<file path="config.mk">
export PLATFORM = sky130hd
export DESIGN_NAME = bft_top
export DESIGN_NICKNAME = d
export VERILOG_FILES = /design/src/hw/bft_pkg.sv /design/src/hw/bft_delay.sv /design/src/hw/bft_top.sv
export SDC_FILE = /design/constraint.sdc
export NUM_CORES = 2
export LEC_CHECK = 0
export BUFFER_PORTS_ARGS = -buffer_cell sky130_fd_sc_hd__buf_2
export CAP_MARGIN = 10
export CORE_ASPECT_RATIO = 0.9
export CORE_MARGIN = 2
export CORE_UTILIZATION = 25
export CTS_BUF_LIST = sky130_fd_sc_hd__clkbuf_4 sky130_fd_sc_hd__clkbuf_8 sky130_fd_sc_hd__clkbuf_16
export DETAILED_ROUTE_END_ITERATION = 6
export PLACE_DENSITY = 0.48
export SLEW_MARGIN = 20
export SYNTH_ARGS = -nofsm -noshare
export SYNTH_HDL_FRONTEND = slang
export SYNTH_SLANG_ARGS = --single-unit
export TNS_END_PERCENT = 1
</file>
<file path="constraint.sdc">
create_clock -name mclk -period 54.3 [get_ports mclk]
set_clock_uncertainty 0.15 [all_clocks]
set_input_delay 2.715 -clock mclk [delete_from_list [all_inputs] [get_ports mclk]]
set_output_delay 2.715 -clock mclk [all_outputs]
set_load 0.005 [all_outputs]
</file>
<file path="src/hw/bft_pkg.sv">
// Constants, types and register map of the breaker failure timing block
// Function
// RULE1 - Current-only mode starts both delays on current
// RULE2 - Current-only: outputs assert when delays elapse
// RULE3 - Current-and-contact: counters halt until contact driven
// RULE4 - Current-and-contact: reset on current or contact loss
// RULE5 - Current-or-contact: either condition starts counting
// RULE6 - Current-or-contact: reset only when both released
// RULE7 - Retrip disabled: only failure counter runs
// RULE8 - Signals-only: binary input starts failure counter
// RULE9 - ON/OFF events for eight signals, selectable
// RULE10 - Resettable counts of retrip, failure, start, block
// RULE11 - Circular log of last twelve ON records
// RULE12 - Record holds event, currents, remaining times, group
// RULE13 - Retrip enable gates second coil output
// RULE14 - Delays in 5 ms steps, common pickup
// RULE15 - Block at pickup flags blocked, resets start
// RULE16 - Counters advance per tick, assert on reach
package bft_pkg;
    // Register byte offsets
    localparam logic [7:0] BFT_REG_CTRL = 8'h00;
    localparam logic [7:0] BFT_REG_RETR_DLY = 8'h04;
    localparam logic [7:0] BFT_REG_FAIL_DLY = 8'h08;
    localparam logic [7:0] BFT_REG_STATUS = 8'h0C;
    localparam logic [7:0] BFT_REG_IRQ_STAT = 8'h10;
    localparam logic [7:0] BFT_REG_IRQ_MASK = 8'h14;
    localparam logic [7:0] BFT_REG_EVT_SEL = 8'h18;
    localparam logic [7:0] BFT_REG_CNT_RETR = 8'h1C;
    localparam logic [7:0] BFT_REG_CNT_FAIL = 8'h20;
    localparam logic [7:0] BFT_REG_CNT_START = 8'h24;
    localparam logic [7:0] BFT_REG_CNT_BLK = 8'h28;
    localparam logic [7:0] BFT_REG_LOG_IDX = 8'h2C;
    localparam logic [7:0] BFT_REG_LOG_W0 = 8'h30;
    localparam logic [7:0] BFT_REG_LOG_W1 = 8'h34;
    localparam logic [7:0] BFT_REG_LOG_W2 = 8'h38;
    localparam logic [7:0] BFT_REG_LOG_W3 = 8'h3C;
    localparam logic [7:0] BFT_REG_TIME = 8'h40;
    // Control field positions
    localparam int BFT_CTRL_MODE_LSB = 0;
    localparam int BFT_CTRL_RETR_EN = 4;
    localparam int BFT_CTRL_CNT_CLR = 5;
    localparam logic [31:0] BFT_CTRL_RESET = 32'h0000_0010;
    // Timing: tick period and delay steps
    localparam int BFT_CLK_HZ = 20_000_000;
    localparam int BFT_TICK_US = 5000;
    localparam int BFT_TICK_CYC = BFT_CLK_HZ / 1_000_000 * BFT_TICK_US;
    localparam int BFT_MS_CYC = BFT_CLK_HZ / 1000;
    localparam int BFT_STEP_MS = 5;
    localparam int BFT_RETR_DEF_MS = 100;
    localparam int BFT_FAIL_DEF_MS = 200;
    localparam logic [19:0] BFT_RETR_DEF = 20'(BFT_RETR_DEF_MS / BFT_STEP_MS);
    localparam logic [19:0] BFT_FAIL_DEF = 20'(BFT_FAIL_DEF_MS / BFT_STEP_MS);
    localparam int BFT_LOG_DEPTH = 12;
    localparam int BFT_NEVT = 8;
    // Criterion modes
    typedef enum logic [3:0] {
        BFT_M_CUR = 4'h0,
        BFT_M_CUR_AND_DO = 4'h1,
        BFT_M_CUR_OR_DO = 4'h2,
        BFT_M_SIG = 4'h3
    } bft_mode_t;
    // Event indices, ON bit in the event word
    localparam int BFT_E_START = 0;
    localparam int BFT_E_RETR = 1;
    localparam int BFT_E_FAIL = 2;
    localparam int BFT_E_BLOCK = 3;
    localparam int BFT_E_DO = 4;
    localparam int BFT_E_SIG = 5;
    localparam int BFT_E_PH = 6;
    localparam int BFT_E_RES = 7;
    // One log record
    typedef struct packed {
        logic [31:0] stamp_ms;
        logic [3:0] event_id;
        logic [15:0] max_phase;
        logic [15:0] residual;
        logic [19:0] retr_left;
        logic [19:0] fail_left;
        logic [2:0] group;
    } bft_rec_t;
    // Measurement inputs
    typedef struct packed {
        logic [15:0] max_phase;
        logic [15:0] residual;
        logic phase_over;
        logic residual_over;
        logic [2:0] group;
    } bft_meas_t;
endpackage

</file>
<file path="src/hw/bft_delay.sv">
// One delay counter with start, halt and reset
`timescale 1ns/1ps
module bft_delay
    import bft_pkg::*;
#(
    parameter int W = 20
) (
    input wire logic mclk,
    input wire logic rst,
    input wire logic tick,
    input wire logic run,
    input wire logic hold,
    input wire logic [W-1:0] delay,
    output logic done,
    output logic [W-1:0] left
);
    initial begin
        if (W < 2) begin
            $error("bft_delay width too small");
        end
    end
    logic [W-1:0] cnt_q;

    // RULE16 tick count and reach
    always_ff @(posedge mclk or posedge rst) begin
        if (rst) begin
            cnt_q <= '0;
        end else if (!run) begin
            cnt_q <= '0;
        end else if (tick && !hold && cnt_q < delay) begin
            cnt_q <= cnt_q + 1'b1;
        end
    end
    assign done = run && (cnt_q >= delay) && !hold;
    assign left = (cnt_q >= delay) ? '0 : W'(delay - cnt_q);
endmodule

</file>
<file path="src/hw/bft_top.sv">
// Breaker failure timing block with Wishbone register slave
//
// Design decisions made here: the Wishbone slave port and the register addresses.
`timescale 1ns/1ps
module bft_top
    import bft_pkg::*;
#(
    parameter int TICK_CYC = BFT_TICK_CYC,
    parameter int MS_CYC = BFT_MS_CYC
) (
    input wire logic mclk,
    input wire logic rst,
    input wire logic wb_cyc_i,
    input wire logic wb_stb_i,
    input wire logic wb_we_i,
    input wire logic [7:0] wb_adr_i,
    input wire logic [3:0] wb_sel_i,
    input wire logic [31:0] wb_dat_i,
    output logic [31:0] wb_dat_o,
    output logic wb_ack_o,
    input wire bft_meas_t meas,
    input wire logic contact_in,
    input wire logic signal_in,
    input wire logic block_in,
    output logic second_coil_trip,
    output logic breaker_failure_output,
    output logic irq
);
    initial begin
        if (TICK_CYC < 1 || MS_CYC < 1) begin
            $error("bft_top tick counts must be positive");
        end
    end

    ////////////////////////////////////////////////////////////////
    // Input synchronisers for pins
    logic [2:0] pin_s1_q; // First stage, read by second only
    logic [2:0] pin_s2_q; // Stable pin levels
    always_ff @(posedge mclk or posedge rst) begin
        if (rst) begin
            pin_s1_q <= '0;
            pin_s2_q <= '0;
        end else begin
            pin_s1_q <= {block_in, signal_in, contact_in};
            pin_s2_q <= pin_s1_q;
        end
    end
    // Pin levels
    logic contact, signal_act, blk;
    assign contact = pin_s2_q[0];
    assign signal_act = pin_s2_q[1];
    assign blk = pin_s2_q[2];

    ////////////////////////////////////////////////////////////////
    // Tick and millisecond time base
    logic [31:0] tick_cnt_q; // Cycles to next tick
    logic [31:0] ms_cnt_q; // Cycles to next millisecond
    logic [31:0] stamp_q; // Free millisecond stamp
    logic tick_q; // One-cycle processing tick
    // Tick paces delays
    always_ff @(posedge mclk or posedge rst) begin
        if (rst) begin
            tick_cnt_q <= '0;
            tick_q <= 1'b0;
        end else if (tick_cnt_q == 32'(TICK_CYC - 1)) begin
            tick_cnt_q <= '0;
            tick_q <= 1'b1;
        end else begin
            tick_cnt_q <= tick_cnt_q + 32'h0000_0001;
            tick_q <= 1'b0;
        end
    end
    // Millisecond stamp for records
    always_ff @(posedge mclk or posedge rst) begin
        if (rst) begin
            ms_cnt_q <= '0;
            stamp_q <= '0;
        end else if (ms_cnt_q == 32'(MS_CYC - 1)) begin
            ms_cnt_q <= '0;
            stamp_q <= stamp_q + 32'h0000_0001;
        end else begin
            ms_cnt_q <= ms_cnt_q + 32'h0000_0001;
        end
    end

    ////////////////////////////////////////////////////////////////
    // Control registers
    logic [31:0] ctrl_q; // Mode, retrip enable
    logic [19:0] retr_dly_q; // Retrip delay in ticks
    logic [19:0] fail_dly_q; // Failure delay in ticks
    logic [BFT_NEVT-1:0] irq_stat_q, irq_mask_q;
    logic [2*BFT_NEVT-1:0] evt_sel_q; // ON bits low half, OFF high half
    logic [3:0] log_idx_q; // Record to read
    logic wr, rd_req;
    // Write on ack edge
    assign wr = wb_cyc_i && wb_stb_i && wb_we_i && wb_ack_o;
    assign rd_req = wb_cyc_i && wb_stb_i && !wb_ack_o;
    bft_mode_t mode;
    assign mode = bft_mode_t'(ctrl_q[BFT_CTRL_MODE_LSB +: 4]);
    logic retr_en;
    assign retr_en = ctrl_q[BFT_CTRL_RETR_EN];

    // Byte-lane write merge
    function automatic logic [31:0] merge(input logic [31:0] old, input logic [31:0] nw,
                                          input logic [3:0] sel);
        logic [31:0] r;
        // Enabled lanes only
        r = old;
        for (int i = 0; i < 4; i++) begin
            if (sel[i]) begin
                r[8*i +: 8] = nw[8*i +: 8];
            end
        end
        return r;
    endfunction

    // Writable setting registers
    always_ff @(posedge mclk or posedge rst) begin
        if (rst) begin
            ctrl_q <= BFT_CTRL_RESET;
            retr_dly_q <= BFT_RETR_DEF;
            fail_dly_q <= BFT_FAIL_DEF;
            irq_mask_q <= '0;
            evt_sel_q <= '1;
            log_idx_q <= '0;
        end else if (wr) begin
            unique case (wb_adr_i)
                BFT_REG_CTRL: ctrl_q <= merge(ctrl_q, wb_dat_i, wb_sel_i);
                BFT_REG_RETR_DLY: retr_dly_q <= 20'(merge(32'(retr_dly_q), wb_dat_i, wb_sel_i));
                BFT_REG_FAIL_DLY: fail_dly_q <= 20'(merge(32'(fail_dly_q), wb_dat_i, wb_sel_i));
                BFT_REG_IRQ_MASK: irq_mask_q <= wb_dat_i[BFT_NEVT-1:0];
                BFT_REG_EVT_SEL: evt_sel_q <= wb_dat_i[2*BFT_NEVT-1:0];
                BFT_REG_LOG_IDX: log_idx_q <= wb_dat_i[3:0];
                // Ignored
                default: ;
            endcase
        end else begin
            // One-cycle clear
            ctrl_q[BFT_CTRL_CNT_CLR] <= 1'b0;
        end
    end
    logic cnt_clr;
    assign cnt_clr = ctrl_q[BFT_CTRL_CNT_CLR];

    ////////////////////////////////////////////////////////////////
    // Pickup decision per criterion
    logic cur_over, pickup, hold, start_q, blocked_q;
    assign cur_over = meas.phase_over || meas.residual_over;
    always_comb begin
        pickup = 1'b0;
        hold = 1'b0;
        unique case (mode)
            // RULE1 current alone starts
            BFT_M_CUR: pickup = cur_over;
            // RULE3 halt until contact
            // RULE4 reset on either loss
            BFT_M_CUR_AND_DO: begin
                pickup = cur_over;
                hold = !contact;
            end
            // RULE5 either starts count
            // RULE6 release needs both
            BFT_M_CUR_OR_DO: pickup = cur_over || contact;
            // RULE8 binary input start
            BFT_M_SIG: pickup = signal_act;
            // Illegal codes
            default: pickup = 1'b0;
        endcase
    end
    logic contact_seen_q; // Contact has been driven during this start
    // RULE4 contact loss resets
    logic hold_eff;
    assign hold_eff = hold && !(start_q && mode == BFT_M_CUR_AND_DO && contact_seen_q);
    // Contact memory
    always_ff @(posedge mclk or posedge rst) begin
        if (rst) begin
            contact_seen_q <= 1'b0;
        end else if (!pickup) begin
            contact_seen_q <= 1'b0;
        end else if (contact) begin
            contact_seen_q <= 1'b1;
        end
    end
    logic drop; // Contact released after it was driven
    assign drop = mode == BFT_M_CUR_AND_DO && contact_seen_q && !contact;

    // RULE15 block at pickup
    always_ff @(posedge mclk or posedge rst) begin
        if (rst) begin
            start_q <= 1'b0;
            blocked_q <= 1'b0;
        end else begin
            // Block or drop clears
            start_q <= pickup && !blk && !drop;
            blocked_q <= pickup && blk;
        end
    end

    ////////////////////////////////////////////////////////////////
    // Delay counters
    logic retr_done, fail_done;
    logic [19:0] retr_left, fail_left;
    // Idle in signal mode
    // RULE7 retrip counter gated
    // RULE14 common pickup starts both
    bft_delay #(.W(20)) u_retr (
        .mclk(mclk), .rst(rst), .tick(tick_q), .run(start_q && retr_en && mode != BFT_M_SIG),
        .hold(hold_eff), .delay(retr_dly_q), .done(retr_done), .left(retr_left)
    );
    bft_delay #(.W(20)) u_fail (
        .mclk(mclk), .rst(rst), .tick(tick_q), .run(start_q), .hold(hold_eff),
        .delay(fail_dly_q), .done(fail_done), .left(fail_left)
    );
    // RULE2 outputs on elapse
    // RULE13 retrip enable gate
    always_ff @(posedge mclk or posedge rst) begin
        if (rst) begin
            second_coil_trip <= 1'b0;
            breaker_failure_output <= 1'b0;
        end else begin
            second_coil_trip <= retr_done && retr_en;
            breaker_failure_output <= fail_done;
        end
    end

    ////////////////////////////////////////////////////////////////
    // Event detection
    logic [BFT_NEVT-1:0] lvl, lvl_q, ev_on, ev_off;
    assign lvl = {meas.residual_over, meas.phase_over, signal_act, contact, blocked_q,
                  breaker_failure_output, second_coil_trip, start_q};
    // Previous levels
    always_ff @(posedge mclk or posedge rst) begin
        if (rst) begin
            lvl_q <= '0;
        end else begin
            lvl_q <= lvl;
        end
    end
    // RULE9 selectable ON and OFF
    assign ev_on = lvl & ~lvl_q & evt_sel_q[BFT_NEVT-1:0];
    assign ev_off = ~lvl & lvl_q & evt_sel_q[2*BFT_NEVT-1:BFT_NEVT];

    // Sticky status, set wins over clear
    always_ff @(posedge mclk or posedge rst) begin
        if (rst) begin
            irq_stat_q <= '0;
        end else if (wr && wb_adr_i == BFT_REG_IRQ_STAT) begin
            irq_stat_q <= (irq_stat_q & ~wb_dat_i[BFT_NEVT-1:0]) | ev_on | ev_off;
        end else begin
            irq_stat_q <= irq_stat_q | ev_on | ev_off;
        end
    end
    // Level interrupt
    always_ff @(posedge mclk or posedge rst) begin
        if (rst) begin
            irq <= 1'b0;
        end else begin
            irq <= |(irq_stat_q & irq_mask_q);
        end
    end

    ////////////////////////////////////////////////////////////////
    // RULE10 cumulative counts
    logic [31:0] cnt_q [4];
    logic [3:0] cnt_ev;
    assign cnt_ev = {lvl[BFT_E_BLOCK] & ~lvl_q[BFT_E_BLOCK], lvl[BFT_E_START] & ~lvl_q[BFT_E_START],
                     lvl[BFT_E_FAIL] & ~lvl_q[BFT_E_FAIL], lvl[BFT_E_RETR] & ~lvl_q[BFT_E_RETR]};
    always_ff @(posedge mclk or posedge rst) begin
        if (rst) begin
            for (int i = 0; i < 4; i++) cnt_q[i] <= '0;
        end else begin
            for (int i = 0; i < 4; i++) begin
                // Clear plus event gives one
                if (cnt_ev[i]) cnt_q[i] <= cnt_clr ? 32'h0000_0001 : cnt_q[i] + 32'h0000_0001;
                else if (cnt_clr) cnt_q[i] <= '0;
            end
        end
    end

    ////////////////////////////////////////////////////////////////
    // RULE11 circular record log
    bft_rec_t log_q [BFT_LOG_DEPTH];
    logic [3:0] wptr_q;
    logic [3:0] first_on;
    // Lowest rising index
    always_comb begin
        first_on = '0;
        for (int i = BFT_NEVT - 1; i >= 0; i--) begin
            if (lvl[i] && !lvl_q[i]) first_on = 4'(i);
        end
    end
    // RULE12 record contents
    always_ff @(posedge mclk or posedge rst) begin
        if (rst) begin
            wptr_q <= '0;
            for (int i = 0; i < BFT_LOG_DEPTH; i++) log_q[i] <= '0;
        end else if (|(lvl & ~lvl_q)) begin
            log_q[wptr_q] <= '{stamp_q, first_on, meas.max_phase, meas.residual,
                               retr_left, fail_left, meas.group};
            // Wrap at the end
            wptr_q <= (wptr_q == 4'(BFT_LOG_DEPTH - 1)) ? 4'h0 : wptr_q + 4'h1;
        end
    end

    ////////////////////////////////////////////////////////////////
    // Wishbone read and ack
    bft_rec_t rec;
    // Bad index reads record 0
    assign rec = log_q[(log_idx_q < 4'(BFT_LOG_DEPTH)) ? log_idx_q : 4'h0];
    always_ff @(posedge mclk or posedge rst) begin
        if (rst) begin
            wb_ack_o <= 1'b0;
            wb_dat_o <= '0;
        end else begin
            // One-cycle answer
            wb_ack_o <= rd_req;
            wb_dat_o <= '0;
            if (rd_req && !wb_we_i) begin
                unique case (wb_adr_i)
                    BFT_REG_CTRL: wb_dat_o <= ctrl_q;
                    BFT_REG_RETR_DLY: wb_dat_o <= 32'(retr_dly_q);
                    BFT_REG_FAIL_DLY: wb_dat_o <= 32'(fail_dly_q);
                    BFT_REG_STATUS: wb_dat_o <= 32'({wptr_q, lvl});
                    BFT_REG_IRQ_STAT: wb_dat_o <= 32'(irq_stat_q);
                    BFT_REG_IRQ_MASK: wb_dat_o <= 32'(irq_mask_q);
                    BFT_REG_EVT_SEL: wb_dat_o <= 32'(evt_sel_q);
                    BFT_REG_CNT_RETR: wb_dat_o <= cnt_q[0];
                    BFT_REG_CNT_FAIL: wb_dat_o <= cnt_q[1];
                    BFT_REG_CNT_START: wb_dat_o <= cnt_q[2];
                    BFT_REG_CNT_BLK: wb_dat_o <= cnt_q[3];
                    BFT_REG_LOG_IDX: wb_dat_o <= 32'(log_idx_q);
                    BFT_REG_LOG_W0: wb_dat_o <= rec.stamp_ms;
                    BFT_REG_LOG_W1: wb_dat_o <= {rec.max_phase, rec.residual};
                    BFT_REG_LOG_W2: wb_dat_o <= {rec.event_id, rec.group, 5'h00, rec.retr_left};
                    BFT_REG_LOG_W3: wb_dat_o <= 32'(rec.fail_left);
                    BFT_REG_TIME: wb_dat_o <= stamp_q;
                    // Unmapped reads zero
                    default: wb_dat_o <= '0;
                endcase
            end
        end
    end
endmodule

</file>
==> results.ini <==
[grt]
grt_max_degree = 174
via_count_of_the_first_global_routing_pass = 62000
grt_first_pass_wirelength_mm = 431
grt_antenna_before_repair = 40
groute.usage.overall_pct = 17.3
grt_remaining_overflow = 0

[clock_tree]
htree_num_levels = 4
clk_latency_ns = 0.86
post_cts_hold_buffers = 0
clkTransAtPathRegs_ns = 0.06
cts_made_buffers = 197
cts.root.buffer_cell = sky130_fd_sc_hd__clkbuf_16
cts_tree = yes
cts_resized = 0
post-cts-setup-buffers = 0
cts_sinks = 1750
clock_tree.buffer_depth = 4

[sta]
clock.fmax_ghz = 0.138
setup_viol = 0
maxSlewViolCount = 0
relSlewSlack_pct = 21.1
layout_min_cycle_time_ns = 7.22
hold_viol_final = 0
grt_setup_unrepaired = false
timing.final.crit_share_pct = 13.3
transition_time_at_the_pin_with_the_least_slew_margin_ns = 1.17
fin_tns_setup_ns = 0

[power]
powerDensity_nw_per_um2 = 37.8
power_leakage_nw = 42.8
max-vdd-ir-drop_mv = 0.0291

[critical_path]
crit_path_cell_trace = buf_2, nor2b_1, nor3_1, buf_4, nand2_1, and3b_1, nand2_4, buf_4, buf_4, mux2_2
crit_slowest_cell = sky130_fd_sc_hd__buf_4
crit_arrival_ns = 7.80
crit_path_end_kind = register
worst-setup-path-type = input pin to register
critPathLaunchType = input pin
cp_max_fo = 58
crit_path_frequent_cell = sky130_fd_sc_hd__buf_4
crit_end = log_q[846]
r2r_cells = 9
timing.rr.end = log_q[846]
rr_startpoint = start_q
worst_path_largest_cell_delay_ns = 0.91
setup_crit_start = meas[3]
reg2reg_slack_ns = 48.44
worst-endpoint-required_ns = 54.88

[worst_hold_path]
hp-class = register to register
min_delay_path_depth = 0

[floorplan]
pin_count = 125
num_rows = 199
core_region_area_sq_um = 326000
initial_utilization_pct = 25.1
floorplan.die.width_um = 607
floorplan.die_area_sq_um = 332000
dieHeight_um = 547

[finish]
design.final.nets = 8037
layout.cells.most_common = sky130_fd_sc_hd__nand2_1
instances_no_fill = 12400
mostFrequentLayoutCells = 1774 x sky130_fd_sc_hd__nand2_1, 1724 x sky130_fd_sc_hd__dfrtp_1, 809 x sky130_fd_sc_hd__o21ai_0, 734 x sky130_fd_sc_hd__mux2_2, 266 x sky130_fd_sc_hd__nor2_1
areaGrowthSynthToFinish_pct = 14.4
layout-drive-gt1-share_pct = 17.9

[synth]
combined_area_of_all_synthesized_cells_sq_um = 81800
synth-warning-count = 0
synth.top_cells.by_area = sky130_fd_sc_hd__dfrtp_1 53%, sky130_fd_sc_hd__mux2_2 10%, sky130_fd_sc_hd__nand2_1 8.2%
synth-edff-count = 0
syn_nets = 8213
synth_area_leader_cell = sky130_fd_sc_hd__dfrtp_1
asyncSetResetFlopFracSynth_pct = 100
sequential_share_of_the_synthesized_area_pct = 53.6
ys_ff_latch = 1750
yosys.area.top_type_share_pct = 52.9
ys_dominant_reg_cell = sky130_fd_sc_hd__dfrtp_1
synth.distinct_cells = 83
syn_area_per_cell_sq_um = 10.1
synthCells = 8069

[drt]
dr.max_layer_used = met5
post-route-drc-count = 0
met2RoutedLength_mm = 125
drt_iter0_markers = 6147
routed_via_density = 5.07
wire_per_inst_um = 23.7
drt-met1-wl_mm = 139
vias = 62700
route.antenna.remaining_nets = 0
first_pass_iters = 6
detailroute.wirelength.met3_mm = 22.0
routed_wl_mm = 293

[placement]
number_of_i_o_port_buffers = 124
place.gp.congestion = 0.878
place.detailed.hpwl_mm = 180
post-place-cells = 12000

[job]
maxCapViolCount = 0

[outcome]
result_of_the_run = completed

==> flip-flops by register name, indices dropped and copies added (netlist names), 3 cells and up <==
signal and cells:
ctrl_q 32, log_q 1320, u_retr.cnt_q 20, log_idx_q 4, fail_dly_q 20, wptr_q 4, pin_s1_q 3, irq_mask_q 8
u_fail.cnt_q 20, wb_dat_o 32, ms_cnt_q 32, stamp_q 32, tick_cnt_q 32, evt_sel_q 16, retr_dly_q 20, lvl_q 8
cnt_q 128, irq_stat_q 8, pin_s2_q 3
==> where the power goes <==
| group | total [W] | internal [W] | switching [W] |
|---|---|---|---|
| combinational | 0.000558 | 0.000218 | 0.000341 |
| clock | 0.00140 | 0.000836 | 0.000564 |
| sequential | 0.00157 | 0.00148 | 0.0000945 |
| total | 0.00353 | 0.00253 | 0.00100 |
==> how the worst min path moves through the flow <==
| stage | start | end | slack, ns |
|---|---|---|---|
| 6_report | pin_s1_q[2] | pin_s2_q[2] | 0.20 |
| 5_1_grt | pin_s1_q[2] | pin_s2_q[2] | 0.21 |
| 3_5_place_dp | pin_s1_q[2] | pin_s2_q[2] | 0.19 |
| 2_1_floorplan | pin_s1_q[0] | pin_s2_q[0] | 0.18 |
| 3_3_place_gp | pin_s1_q[1] | pin_s2_q[1] | 0.18 |
| 4_1_cts | pin_s1_q[2] | pin_s2_q[2] | 0.20 |
==> through the flow <==
step	utilization, %	area [sq um]	power (W)	worst slack (ns)	hold slack [ns]
after floorplan	-	81800	0.00198	2.07	0.181
after global placement	26.6	86700	0.00213	46.27	0.183
after detailed placement	26.6	86700	0.00216	46.27	0.186
after CTS	28.7	93500	0.00356	47.19	0.199
after global routing	28.7	93500	0.00369	46.85	0.207
final	28.7	93500	0.00353	47.08	0.198
==> synthesized netlist by cell type (6+ instances only) <==
master / n
sky130_fd_sc_hd__a211oi_1: 95
sky130_fd_sc_hd__a21boi_1: 7
sky130_fd_sc_hd__a21o_1: 12
sky130_fd_sc_hd__a21oi_1: 250
sky130_fd_sc_hd__a221o_1: 9
sky130_fd_sc_hd__a221oi_1: 144
sky130_fd_sc_hd__a222oi_1: 8
sky130_fd_sc_hd__a22o_1: 7
sky130_fd_sc_hd__a22oi_1: 98
sky130_fd_sc_hd__a311oi_1: 45
sky130_fd_sc_hd__a31oi_1: 68
sky130_fd_sc_hd__a41oi_1: 16
sky130_fd_sc_hd__and2_1: 23
sky130_fd_sc_hd__and3_1: 43
sky130_fd_sc_hd__and4_1: 23
sky130_fd_sc_hd__buf_1: 60
sky130_fd_sc_hd__buf_2: 117
sky130_fd_sc_hd__buf_4: 7
sky130_fd_sc_hd__clkbuf_1: 432
sky130_fd_sc_hd__clkbuf_2: 17
sky130_fd_sc_hd__dfrtp_1: 1729
sky130_fd_sc_hd__dfstp_2: 21
sky130_fd_sc_hd__ha_1: 53
sky130_fd_sc_hd__inv_1: 74
sky130_fd_sc_hd__mux2_2: 734
sky130_fd_sc_hd__mux2i_1: 229
sky130_fd_sc_hd__nand2_1: 1781
sky130_fd_sc_hd__nand2b_1: 18
sky130_fd_sc_hd__nand3_1: 157
sky130_fd_sc_hd__nand4_1: 120
sky130_fd_sc_hd__nor2_1: 278
sky130_fd_sc_hd__nor2b_1: 101
sky130_fd_sc_hd__nor3_1: 42
sky130_fd_sc_hd__nor4_1: 24
sky130_fd_sc_hd__o2111ai_1: 9
sky130_fd_sc_hd__o211ai_1: 13
sky130_fd_sc_hd__o21a_1: 8
sky130_fd_sc_hd__o21ai_0: 809
sky130_fd_sc_hd__o22ai_1: 10
sky130_fd_sc_hd__or2_2: 6
sky130_fd_sc_hd__or3_1: 27
sky130_fd_sc_hd__xnor2_1: 129
sky130_fd_sc_hd__xor2_1: 127
==> metal layers <==
metal,up-vias,track usage [%]
li1,27800,-
met1,32400,25.7
met2,2106,25.7
met3,432,3.44
met4,30,3.69
met5,-,0
==> area by class of cell <==
type,count,area [sq um]
Clock inverter,50,663
Fill cell,33600,232000
Multi-Input combinational cell,5610,35400
Clock buffer,302,6080
Antenna cell,6,15.0
Inverter,74,285
Timing Repair Buffer,260,1800
Sequential cell,1750,43800
Tap cell,4321,5410
==> cell families after synthesis <==
family / Yosys count / synth area share, %
xor gates and xnor gates: 256 / 2.74
DFF: 1750 / 53.6
AOI/OAI and AO/OA: 1656 / 12.3
adders and majority gates: 55 / 0.860
muxes: 963 / 12.9
and+or+nand+nor: 2680 / 14.1
buffers and inverters: 709 / 3.51
==> worst max-delay path, delay by kind of cell <==
kind	cells	cell delay, ns
buffers and inverters	4	2.13
and+or+nand+nor	5	2.42
muxes	1	0.41
(Power assumes the default switching activity.)
